===== src/include/mmd_consts.svh =====
// memory map decoder constants: offsets, ranges, reset values, codes
`ifndef MMD_CONSTS_SVH
`define MMD_CONSTS_SVH

// ==========================================================
// register offsets in the data space
`define MMD_FMC_ADDR 16'h0fd0
`define MMD_KEY_ADDR 16'h0fd1
`define MMD_SHADOW_ADDR 16'h0fd2

// ==========================================================
// reset values, field positions and codes
`define MMD_FMC_RESET 8'h40
`define MMD_COMMIT_KEY 8'hd5
`define MMD_LDR_EN_BIT 4
`define MMD_FILL_BYTE 8'hff
`define MMD_KEY_READ 8'h00

// ==========================================================
// address windows
`define MMD_PER1_LO 16'h0000
`define MMD_PER1_HI 16'h003f
`define MMD_PER2_LO 16'h0f00
`define MMD_PER2_HI 16'h0fff
`define MMD_PER3_LO 16'h0e40
`define MMD_PER3_HI 16'h0eff
`define MMD_RAM_LO 16'h0040
`define MMD_RAM_HI 16'h083f
`define MMD_LDR_LO 16'h1000
`define MMD_LDR_HI 16'h17ff
`define MMD_LDR_SERIAL_HI 16'h1fff
`define MMD_FLASH_LO 16'h8000
`define MMD_FLASH_HI 16'hffff

`endif


===== src/include/mmd_pkg.sv =====
// memory map decoder types
`default_nettype none

package mmd_pkg;

    // ==========================================================
    // whole state of the decoder
    typedef struct packed {
        logic [7:0] hold;
        logic [7:0] shadow;
        logic [7:0] rdata;
        logic rvalid;
        logic [2:0] ser_sync;
        logic ser_mode;
    } mmd_state_t;

endpackage : mmd_pkg

`default_nettype wire


===== src/logic/mmd_decoder.sv =====
// memory map decoder: code and data space selects, loader map control
`timescale 1ns/1ps
`default_nettype none
`include "mmd_consts.svh"

module mmd_decoder (
    // clock and reset
    input wire logic clk,
    input wire logic nrst,
    // serial programming mode pin
    input wire logic serial_mode_pin,
    // code fetch port
    input wire logic code_req,
    input wire logic [15:0] code_addr,
    output logic code_flash_sel,
    output logic code_loader_sel,
    // data port
    input wire logic data_rd,
    input wire logic data_wr,
    input wire logic [15:0] data_addr,
    input wire logic [7:0] data_wdata,
    output logic [7:0] data_rdata,
    output logic data_rvalid,
    // data space selects
    output logic periph_sel,
    output logic ram_sel,
    output logic loader_sel,
    output logic flash_sel,
    // read data from the selected targets
    input wire logic [7:0] periph_rdata,
    input wire logic [7:0] ram_rdata,
    input wire logic [7:0] loader_rdata,
    input wire logic [7:0] flash_rdata,
    // committed loader map state
    output logic loader_rom_map_enable
);

    // ==========================================================
    // state
    mmd_pkg::mmd_state_t st;
    mmd_pkg::mmd_state_t next_st;

    logic d_per1, d_per2, d_per3, d_ram, d_ldr, d_ldr_ser, d_flash;
    logic c_ldr, c_ldr_ser, c_flash;
    logic hit_fmc, hit_key, hit_shadow, own_reg;
    logic ldr_on, d_ldr_ok, c_ldr_ok, access;
    logic [7:0] mux_rdata;

    // ==========================================================
    // address windows
    mmd_range #(.LO(`MMD_PER1_LO), .HI(`MMD_PER1_HI)) u_d_per1 (.addr(data_addr), .hit(d_per1));
    mmd_range #(.LO(`MMD_PER2_LO), .HI(`MMD_PER2_HI)) u_d_per2 (.addr(data_addr), .hit(d_per2));
    mmd_range #(.LO(`MMD_PER3_LO), .HI(`MMD_PER3_HI)) u_d_per3 (.addr(data_addr), .hit(d_per3));
    mmd_range #(.LO(`MMD_RAM_LO), .HI(`MMD_RAM_HI)) u_d_ram (.addr(data_addr), .hit(d_ram));
    mmd_range #(.LO(`MMD_LDR_LO), .HI(`MMD_LDR_HI)) u_d_ldr (.addr(data_addr), .hit(d_ldr));
    mmd_range #(.LO(`MMD_LDR_LO), .HI(`MMD_LDR_SERIAL_HI)) u_d_ldrs (.addr(data_addr), .hit(d_ldr_ser));
    mmd_range #(.LO(`MMD_FLASH_LO), .HI(`MMD_FLASH_HI)) u_d_flash (.addr(data_addr), .hit(d_flash));
    mmd_range #(.LO(`MMD_LDR_LO), .HI(`MMD_LDR_HI)) u_c_ldr (.addr(code_addr), .hit(c_ldr));
    mmd_range #(.LO(`MMD_LDR_LO), .HI(`MMD_LDR_SERIAL_HI)) u_c_ldrs (.addr(code_addr), .hit(c_ldr_ser));
    mmd_range #(.LO(`MMD_FLASH_LO), .HI(`MMD_FLASH_HI)) u_c_flash (.addr(code_addr), .hit(c_flash));

    // ==========================================================
    // decode
    assign hit_fmc = (data_addr == `MMD_FMC_ADDR);
    assign hit_key = (data_addr == `MMD_KEY_ADDR);
    assign hit_shadow = (data_addr == `MMD_SHADOW_ADDR);
    assign own_reg = hit_fmc || hit_key || hit_shadow;
    assign access = data_rd || data_wr;

    // the map only ever follows the committed shadow, never the holding copy
    assign ldr_on = st.shadow[`MMD_LDR_EN_BIT];
    // serial mode opens the wider loader window regardless of the map bit
    assign d_ldr_ok = st.ser_mode ? d_ldr_ser : (ldr_on && d_ldr);
    assign c_ldr_ok = st.ser_mode ? c_ldr_ser : (ldr_on && c_ldr);

    assign code_loader_sel = code_req && c_ldr_ok;
    assign code_flash_sel = code_req && c_flash;
    // our own registers sit inside the peripheral window and are answered here
    assign periph_sel = access && (d_per1 || d_per2 || d_per3) && !own_reg;
    // ram has no reset path; its contents are whatever the array holds
    assign ram_sel = access && d_ram;
    assign loader_sel = data_rd && d_ldr_ok;
    assign flash_sel = access && d_flash;
    assign loader_rom_map_enable = ldr_on;

    // ==========================================================
    // read data selection
    always_comb begin
        if (hit_fmc) begin
            mux_rdata = st.hold;
        end else if (hit_shadow) begin
            mux_rdata = st.shadow;
        end else if (hit_key) begin
            mux_rdata = `MMD_KEY_READ;
        end else if (d_per1 || d_per2 || d_per3) begin
            mux_rdata = periph_rdata;
        end else if (d_ram) begin
            mux_rdata = ram_rdata;
        end else if (d_ldr_ok) begin
            mux_rdata = loader_rdata;
        end else if (d_flash) begin
            mux_rdata = flash_rdata;
        end else begin
            // unmapped loader window and holes read as all ones
            mux_rdata = `MMD_FILL_BYTE;
        end
    end

    // ==========================================================
    // next state
    always_comb begin
        next_st = st;
        next_st.ser_sync = {st.ser_sync[1:0], serial_mode_pin};
        if (st.ser_sync[1] == st.ser_sync[2]) begin
            next_st.ser_mode = st.ser_sync[2];
        end
        next_st.rvalid = data_rd;
        if (data_rd) begin
            next_st.rdata = mux_rdata;
        end
        if (data_wr && hit_fmc) begin
            next_st.hold = data_wdata;
        end
        // copy in the key cycle itself so the following access sees it
        if (data_wr && hit_key && (data_wdata == `MMD_COMMIT_KEY)) begin
            next_st.shadow = st.hold;
        end
    end

    always_ff @(posedge clk or negedge nrst) begin
        if (!nrst) begin
            st.hold <= `MMD_FMC_RESET;
            st.shadow <= `MMD_FMC_RESET;
            st.rdata <= 8'h00;
            st.rvalid <= 1'b0;
            st.ser_sync <= 3'h0;
            st.ser_mode <= 1'b0;
        end else begin
            st <= next_st;
        end
    end

    assign data_rdata = st.rdata;
    assign data_rvalid = st.rvalid;
endmodule : mmd_decoder

`default_nettype wire


===== src/logic/mmd_range.sv =====
// inclusive address window comparator
`timescale 1ns/1ps
`default_nettype none

module mmd_range #(
    parameter logic [15:0] LO = 16'h0000,
    parameter logic [15:0] HI = 16'hffff
) (
    // address under test
    input wire logic [15:0] addr,
    // window hit
    output logic hit
);

    assign hit = (addr >= LO) && (addr <= HI);

endmodule : mmd_range

`default_nettype wire


===== config.mk =====
export PLATFORM = sky130hd
export DESIGN_NAME = mmd_decoder
export DESIGN_NICKNAME = d
export VERILOG_FILES = /design/src/include/mmd_pkg.sv /design/src/logic/mmd_decoder.sv /design/src/logic/mmd_range.sv
export VERILOG_INCLUDE_DIRS = /design/src /design/src/include
export SDC_FILE = /design/constraint.sdc
export NUM_CORES = 1
export LEC_CHECK = 0
export ABC_AREA = 1
export BUFFER_PORTS_ARGS = -buffer_cell sky130_fd_sc_hd__buf_2
export CORE_MARGIN = 5
export CORE_UTILIZATION = 35
export CTS_CLUSTER_DIAMETER = 200
export DETAILED_ROUTE_END_ITERATION = 10
export GPL_TIMING_DRIVEN = 0
export PLACE_DENSITY = 0.71
export SETUP_SLACK_MARGIN = 0.3
export SLEW_MARGIN = 30
export SYNTH_ARGS = -nofsm -noshare
export SYNTH_HDL_FRONTEND = slang
export SYNTH_SLANG_ARGS = --single-unit

===== constraint.sdc =====
create_clock -name clk -period 1.1 [get_ports clk]
set_input_delay 0.055 -clock clk [delete_from_list [all_inputs] [get_ports clk]]
set_output_delay 0.055 -clock clk [all_outputs]
set_load 0.05 [all_outputs]

* Word-level counts from Yosys, hierarchy flattened
Index checks and enable logic that the tools add are counted.
Cells by class: equality and inequality tests 5, reductions and logical operators 28, order comparisons 18, multiplexer cells 9
Operators by type and width (number):
- <= comparator 16 x 13 -> 1 bit (second input constant) | 4
- 2-to-1 mux 8 bit | 7
- equality test 16 x 12 -> 1 bit (second input constant) | 3
- <= comparator 16 x 12 -> 1 bit (second input constant) | 3
- greater-or-equal comparator 16 x 12 -> 1 bit (second input constant) | 2
- greater-or-equal comparator 16 x 13 -> 1 bit (second input constant) | 2
- greater-or-equal comparator 16 bit (second input constant) | 2
- <= comparator 16 bit (second input constant) | 2
- logical AND 1 bit | 22
- greater-or-equal comparator 16 x 1 -> 1 bit (second input constant) | 1
- greater-or-equal comparator 16 x 7 -> 1 bit (second input constant) | 1
- <= comparator 16 x 6 -> 1 bit (second input constant) | 1
- equality test 8 bit (second input constant) | 1
- logical OR 1 bit | 5
- 2-to-1 mux 1 bit | 2
- equality test 1 bit | 1
- logical NOT 1 bit | 1
Word-level totals: bits of input ports 78, logic and storage cells 66, bits in registers 29, output and inout bits 16

* Logic depth before layout (Yosys ltp)
Gate-level depths: netlist (run 1).
word-level depth 10, mapped depth 13, mapped depth without buffers 12

* By module
From an unflattened synthesis (run 1), not the netlist that was laid out.
Second synthesis, totals: cell total of the unflattened synthesis 334, area total of the unflattened synthesis 2174.6 µm²
By module, submodules not included:
- mmd_decoder | cells an instance 270, instances 1, area an instance 1921.8 µm²
- mmd_range at u_c_ldr ... | cells an instance 6, instances 4, area an instance 22.5 µm²
- mmd_range at u_d_ram | cells an instance 11, instances 1, area an instance 45.0 µm²
- mmd_range at u_d_per3 | cells an instance 10, instances 1, area an instance 42.5 µm²
- mmd_range at u_d_per2 | cells an instance 9, instances 1, area an instance 36.3 µm²
- mmd_range at u_d_per1 | cells an instance 8, instances 1, area an instance 31.3 µm²
- mmd_range at u_c_flash ... | cells an instance 1, instances 2, area an instance 3.8 µm²

* Least setup slack after synthesis (run 1)
Ideal clock, no wire load.
path kind flip-flop to output port, start point register st, in the netlist loader_rom_map_enable, end point output code_loader_sel, arrival time 2.329 ns, cell stages (with the launch flop) 5, buffers on the path 0, slack -1.284 ns, cell sequence dfrtp_1 inv_1 nor2_1 nor2_1 nor4_1
Between the ends: cells in the longest elaborated chain, start to end 3
RTL lines:
- start, declared | line mmd_decoder.sv:40 | mmd_pkg::mmd_state_t st;
- start signal, assigned | line mmd_decoder.sv:139 | st <= next_st;
- logical AND 1 bit | line mmd_decoder.sv:74 | assign c_ldr_ok = st.ser_mode ? c_ldr_ser : (ldr_on && c_ldr);
- 2-to-1 mux 1 bit | line mmd_decoder.sv:74
- logical AND 1 bit | line mmd_decoder.sv:76 | assign code_loader_sel = code_req && c_ldr_ok;
- end, declared | line mmd_decoder.sv:16 | output logic code_loader_sel,
Every way passes these cells.

* Worst setup path in the final report (run 1)
start point register st, in the netlist loader_rom_map_enable, end point register st, in the netlist data_rdata[4]
Between the ends: cells in the longest elaborated chain, start to end 8
RTL lines:
- logical AND 1 bit | line mmd_decoder.sv:73 | assign d_ldr_ok = st.ser_mode ? d_ldr_ser : (ldr_on && d_ldr);
- 2-to-1 mux 1 bit | line mmd_decoder.sv:73
- 2-to-1 mux 8 bit | line mmd_decoder.sv:99 | end else if (d_ldr_ok) begin
- 2-to-1 mux 8 bit | line mmd_decoder.sv:97 | end else if (d_ram) begin
- 2-to-1 mux 8 bit | line mmd_decoder.sv:95 | end else if (d_per1 || d_per2 || d_per3) begin
- 2-to-1 mux 8 bit | line mmd_decoder.sv:93 | end else if (hit_key) begin
- 2-to-1 mux 8 bit (*) | line mmd_decoder.sv:91 | end else if (hit_shadow) begin
- 2-to-1 mux 8 bit (*) | line mmd_decoder.sv:89 | if (hit_fmc) begin
Every way passes the cells marked *; elsewhere a longest branch is shown, timed or not. A chain may end at the register's enable or synchronous reset.

==> flow_metrics.env, run 1 <==
export IMPL_worst_clock_skew_ns=0.007624
export IMPL_cts_buffer_depth=2
export IMPL_global_route_wire_length_before_repair_um=10390
export IMPL_overall_track_demand_over_capacity_in_global_routing_pct=17.85
export IMPL_placed_cells=447
export IMPL_detail_route_antenna_nets=0
export IMPL_post_synth_xor_area_fraction_pct=0
export IMPL_cts_tree="built"
export IMPL_worst_ir_drop_vdd_mv=0.6797
export IMPL_hold_path_class="in2async"
export IMPL_critical_path_buf_inv_count=2
export IMPL_setup_viol=12
export IMPL_critical_path_slowest_cell="sky130_fd_sc_hd__dfrtp_2"
export IMPL_total_cts_buffers=5
export IMPL_wl_per_cell_um=14.67
export IMPL_gp_congestion=0.7815
export IMPL_first_iter_violations=123
export IMPL_dpl_hpwl_um=4424
export IMPL_final_hold_worst_slack_ns=-0.2156
export IMPL_rows=27
export IMPL_synth_yosys_warnings=0
export IMPL_die_height_um=84.82
export IMPL_report_final_slew_viol_count=0
export IMPL_leakagePower_nw=1.815
export IMPL_timing_critical_path_mode_cell="sky130_fd_sc_hd__nand2_1"
export IMPL_critical_path_arrival_ns=1.53
export IMPL_most_common_layout_cells="sky130_fd_sc_hd__nand2_1, sky130_fd_sc_hd__buf_2, sky130_fd_sc_hd__inv_1"
export IMPL_ctsRootBufferMaster="sky130_fd_sc_hd__clkbuf_8"
export IMPL_pin_count_of_the_biggest_net_entering_global_routing=30
export IMPL_totalPowerFinal_mw=2.897
export IMPL_unrepaired_setup_endpoints_after_global_routing="yes"
export IMPL_slew_of_the_pin_with_the_lowest_slew_margin_ns=0.6414
export IMPL_critical_path_cell_chain="inv_2 > o21bai_4 > nand2_2 > buf_6 > nor2_2 > nor2_1 > nand2_1 > o21ai_1 > nand2_1 > nand2_1"
export IMPL_congestion_overflow_gr=0
export IMPL_path_class="reg2reg"
export IMPL_yosysSeqAreaShare_pct=37.16
export IMPL_post_synth_fa_ha_maj_area_fraction_pct=0.5109
export IMPL_clk_insertion_delay_late_ns=0.29
export IMPL_io_buffer_count=82
export IMPL_synth_net_count=371
export IMPL_totalWireLength_um=7160
export IMPL_fp_dieArea_um2=7194
export IMPL_timing_max_slew_rel_slack_pct=57.24
export IMPL_postLayoutSetupSlackWorst_ns=-0.2518
export IMPL_maxCapViolations=0
export IMPL_clk_pin_slew_ns=0.07
export IMPL_synth_compound_area_share_pct=12.77
export IMPL_worstPathRequired_ns=1.28
export IMPL_synth_lib_cells_used_distinct=31
export IMPL_fin_nets=493
export IMPL_syn_area_per_cell_um2=6.687
export IMPL_startpoint_type="register"
export IMPL_finalNonFillerCells=488
export IMPL_fmaxAchievable_mhz=739.8
export IMPL_cp_slowest_stage_delay_ns=0.37
export IMPL_worst_path_dominant_cell_family="simple AND/OR/NAND/NOR gates"
export IMPL_drcViolationCount=0
export IMPL_initial_utilization_pct=35.80
export IMPL_area_delta_synth_final_pct=77.71
export IMPL_number_of_global_route_vias_before_repair=2369
export IMPL_number_of_instances_in_the_synthesized_netlist=293
export IMPL_numClockSinks=29
export IMPL_synth_top_family_by_area="simple AND/OR/NAND/NOR gates"
export IMPL_end_kind="register"
export IMPL_detailedRoute_firstPassIterationCount=4
export IMPL_post_route_cells_drive_above_1_share_pct=48.32
export IMPL_path_max_fanout=4
export IMPL_place_area_um2=2587
export IMPL_htreeDepth=2
export IMPL_yosys_register_bits=29
export IMPL_post_route_min_period_ns=1.352
export IMPL_synth_area_um2=1959
export IMPL_synth_simple_gate_area_share_pct=36.08
export IMPL_final_core_utilization_pct=63.63
export IMPL_viasPerCell=4.869
export IMPL_layout_cells_most_common="sky130_fd_sc_hd__nand2_1"
export IMPL_power_per_cell_area_nw_per_um2=832.1
export IMPL_finalCritPeriodShare_pct=122.9
export IMPL_initial_antenna_violation_count=0
export IMPL_finish_instance_area_um2=3482
export IMPL_synth_mux_area_share_pct=0
export IMPL_violations="hold timing, setup timing"
export IMPL_antenna_cells_inserted=0
export IMPL_design_portCount=94
export IMPL_core_um2=5473
export IMPL_dieWidth_um=84.82
export IMPL_timing_hold_violations_final=27
export IMPL_route_vias_total=2376
export IMPL_status="finished with violations"
## cell usage after synthesis (all sizes together)
master,count,area (µm²)
o211ai,8,60.06
nand3,7,40.04
clkinv,2,7.510
maj3,1,10.01
nand3b,1,7.510
nand2,94,367.8
inv,45,168.9
o21bai,1,7.510
buf,11,83.82
dfstp,2,52.55
o21ai,32,171.4
clkbuf,1,3.750
o2111a,1,11.26
nand4,10,68.81
dfrtp,27,675.7
nor4,2,12.51
or2,1,6.260
nor2,43,178.9
nor3,4,25.02
## repair_timing
action | in CTS | in global routing
gates resized for setup | 97 | 72
hold endpoints to repair | 29 | 28
hold buffers | 1 | 1
setup buffers | 11 | 17
pin swaps | 23 | 35
cloned | 3 | 0
endpoints found under the setup margin | 40 | 40
## cell type report
cell class / instances / area (µm²)
buffer: 12 / 131.4
clock buffer: 6 / 72.57
clock inverter: 2 / 10.01
fill: 440 / 1991
inverter: 47 / 200.2
multi-input combinational: 207 / 1335
sequential: 29 / 729.5
tap: 72 / 90.09
timing repair buffer: 113 / 913.4
## metrics by stage
stage	worst slack [ns]	TNS, ns
2_1_floorplan	-0.3175	-2.925
3_3_place_gp	-0.3510	-5.260
3_5_place_dp	-0.3636	-5.631
4_1_cts	-0.2221	-1.904
5_1_grt	-0.3120	-3.055
6_report	-0.2518	-2.122
## registers in the layout (all words and copies together), names as in the netlist
register / flops
st: 17
data_rdata: 8
next_st: 2
data_rvalid: 1
loader_rom_map_enable: 1
## metal layers
layer	part of all wire (%)	vias to the layer above	global-route usage, %
li1	-	1168	-
met1	39	1077	20.64
met2	50	107	31.39
met3	7.1	24	3.689
met4	3.8	0	8.489
met5	0	-	0
## worst reg2reg max path, stage by stage (launching register included)
cell	delay (ns)
sky130_fd_sc_hd__dfrtp_2	0.37
sky130_fd_sc_hd__inv_2	0.06
sky130_fd_sc_hd__o21bai_4	0.20
sky130_fd_sc_hd__nand2_2	0.12
sky130_fd_sc_hd__buf_6	0.15
sky130_fd_sc_hd__nor2_2	0.07
sky130_fd_sc_hd__nor2_1	0.05
sky130_fd_sc_hd__nand2_1	0.06
sky130_fd_sc_hd__o21ai_1	0.07
sky130_fd_sc_hd__nand2_1	0.06
sky130_fd_sc_hd__nand2_1	0.04
## where the power goes
group / switching, mW / leakage (nW) / internal [mW] / total (mW)
Combinational: 0.491 / 1.41 / 0.426 / 0.917
Clock: 0.406 / 0.0450 / 0.437 / 0.843
Sequential: 0.0290 / 0.361 / 1.11 / 1.14
## cell families (layout without fill, tap and decap cells)
group           count (synthesis)  count (layout)
buf+inv                        59             180
compound gates                 42              42
flops                          29              29
fa+ha+maj                       1               1
simple gates                  162             164
## worst paths after layout
check | cells after the start | slack (ns) | end | start
worst max register to register | 10 | -0.25 | data_rdata[4] | loader_rom_map_enable
worst min register to register | 0 | 0.36 | next_st[3] | next_st[2]
worst max-delay path | 10 | -0.25 | data_rdata[4] | loader_rom_map_enable
worst min-delay path | 1 | -0.22 | data_rdata[4] | nrst
max in group asynchronous | 1 | 0.85 | loader_rom_map_enable | nrst
min in group clk | 3 | 0.01 | st[27] | data_wdata[6]
(Power assumes the default switching activity.)
==> run 2, diff against run 1 <==
CORE_MARGIN = 1   (was 5)
CTS_CLUSTER_SIZE = 28   (was not set)
==> run 2 against run 1 <==
The run still ends with hold timing, setup timing left. Sequential share of layout area shrank 0.20 points. Critical path depth shrank 5. Sequential power is essentially flat. Die area fell by 18%. Critical endpoint is now loader_sel.
==> flow_metrics.env, run 2 (synthesis gave the netlist of run 1 again) <==
export IMPL_status="finished with violations"
export IMPL_violations="hold timing, setup timing"
export IMPL_pin_count_of_the_biggest_net_entering_global_routing=30
export IMPL_layout_cells_most_common="sky130_fd_sc_hd__nand2_1"
export IMPL_htreeDepth=2
export IMPL_sequential_cell_area_um2=729.5
export IMPL_slew_of_the_pin_with_the_lowest_slew_margin_ns=0.6432
export IMPL_most_common_layout_cells="sky130_fd_sc_hd__nand2_1, sky130_fd_sc_hd__buf_2, sky130_fd_sc_hd__inv_1"
export IMPL_drcViolationCount=0
export IMPL_totalWireLength_um=6906
export IMPL_multiInputGateArea_um2=1316
export IMPL_setup_viol=12
export IMPL_maxCapViolations=0
export IMPL_clk_pin_slew_ns=0.07
export IMPL_placed_cells=445
export IMPL_worst_ir_drop_vdd_mv=0.7722
export IMPL_rr_worst_depth=11
export IMPL_overall_track_demand_over_capacity_in_global_routing_pct=21.40
export IMPL_fillCellCount=398
export IMPL_finalNonFillerCells=487
export IMPL_final_hold_worst_slack_ns=-0.2097
export IMPL_worstReg2RegStart="loader_rom_map_enable"
export IMPL_congestion_overflow_gr=0
export IMPL_cts_buffer_depth=2
export IMPL_end_kind="primary output"
export IMPL_largest_register_ff_count=17
export IMPL_fp_dieArea_um2=5901
export IMPL_final_core_utilization_pct=67.13
export IMPL_top_register="st"
export IMPL_unrepaired_setup_endpoints_after_global_routing="yes"
export IMPL_detail_route_antenna_nets=0
export IMPL_gp_congestion=0.8593
export IMPL_finalCritPeriodShare_pct=128.5
export IMPL_critical_path_cell_chain="inv_2 > o21bai_4 > nand2_4 > nor2_4 > buf_6"
export IMPL_post_place_ws_ns=-0.3812
export IMPL_timing_max_slew_rel_slack_pct=57.12
export IMPL_wl_per_cell_um=14.18
export IMPL_global_route_wire_length_before_repair_um=9860
export IMPL_report_final_slew_viol_count=0
export IMPL_initial_antenna_violation_count=0
export IMPL_cts_tree="built"
export IMPL_leakagePower_nw=1.837
export IMPL_rows=26
export IMPL_viasPerCell=4.903
export IMPL_initial_utilization_pct=37.41
export IMPL_postLayoutSetupSlackWorst_ns=-0.3131
export IMPL_numClockSinks=29
export IMPL_timing_hold_violations_final=27
export IMPL_startpoint_type="register"
export IMPL_path_class="reg2out"
export IMPL_design_portCount=94
export IMPL_antenna_cells_inserted=0
export IMPL_power_per_cell_area_nw_per_um2=845.1
export IMPL_total_cts_buffers=5
export IMPL_dpl_hpwl_um=4098
export IMPL_path_max_fanout=4
export IMPL_critical_path_arrival_ns=1.36
export IMPL_hold_path_class="in2async"
export IMPL_ctsRootBufferMaster="sky130_fd_sc_hd__clkbuf_8"
export IMPL_core_um2=5238
export IMPL_clk_insertion_delay_late_ns=0.29
export IMPL_post_route_min_period_ns=1.413
export IMPL_finish_instance_area_um2=3516
export IMPL_setup_reg_to_reg_worst_slack_ns=-0.31
export IMPL_dieWidth_um=76.82
export IMPL_setup_worst_path_start="loader_rom_map_enable"
export IMPL_timing_setup_tns_ns=-2.577
export IMPL_detailedRoute_firstPassIterationCount=4
export IMPL_worst_clock_skew_ns=0.01021
export IMPL_cp_slowest_stage_delay_ns=0.39
export IMPL_worstPathRequired_ns=1.04
export IMPL_number_of_global_route_vias_before_repair=2212
export IMPL_route_vias_total=2388
export IMPL_first_iter_violations=201
export IMPL_r2r_end="data_rdata[5]"
export IMPL_place_area_um2=2585
export IMPL_critical_path_slowest_cell="sky130_fd_sc_hd__dfrtp_2"
export IMPL_area_delta_synth_final_pct=79.44
export IMPL_fmaxAchievable_mhz=707.7
export IMPL_post_route_cells_drive_above_1_share_pct=48.92
export IMPL_io_buffer_count=82
export IMPL_die_height_um=76.82
export IMPL_fin_nets=494
## run 2: metrics by stage
step                hold slack, ns  total power, mW
finish                     -0.2097            2.971
global route               -0.1543            3.099
CTS                        -0.1877            2.847
detailed placement          0.1175            1.767
global placement            0.1151            1.756
floorplan                  -0.2406            1.525
## run 2: per-layer routing
metal | GRT usage (%) | part of all wire [%] | vias up
met5 | 0 | 0 | -
met4 | 9.615 | 3.9 | 0
met3 | 3.571 | 5.7 | 27
met2 | 37.68 | 52 | 115
met1 | 25.30 | 39 | 1079
li1 | - | - | 1167
## run 2: worst max-delay path by stage
stage / end / slack, ns / cells past startpoint
6_report: loader_sel / -0.31 / 5
5_1_grt: data_rdata[5] / -0.38 / 11
4_1_cts: loader_sel / -0.25 / 5
3_5_place_dp: data_rdata[0] / -0.38 / 9
3_3_place_gp: data_rdata[0] / -0.35 / 9
2_1_floorplan: data_rdata[5] / -0.32 / 11
## run 2: worst max-delay path, delay by kind of cell, from the launching register on
| family | cells | cell delay [ns] |
|---|---|---|
| compound gates | 1 | 0.22 |
| buf+inv | 2 | 0.23 |
| flops | 1 | 0.39 |
| simple gates | 2 | 0.22 |
## run 2: repair_timing
| action | in CTS | in global routing |
|---|---|---|
| endpoints found under the setup margin | 40 | 40 |
| hold buffers | 1 | 1 |
| setup buffers | 17 | 12 |
| cloned | 3 | 0 |
| hold endpoints to repair | 29 | 28 |
| gates resized for setup | 99 | 83 |
| pin swaps | 32 | 32 |
## run 2: cell type report
cell class | count | share of cell area, %
Buffer | 12 | 3.737
Timing Repair Buffer | 114 | 27.33
Tap cell | 70 | 2.491
Multi-Input combinational cell | 207 | 37.44
Clock buffer | 8 | 2.562
Sequential cell | 29 | 20.75
Inverter | 47 | 5.694
## run 2: power breakdown
part	internal (mW)	switching [mW]
registers	1.11	0.0267
logic	0.441	0.489
clock network	0.509	0.397
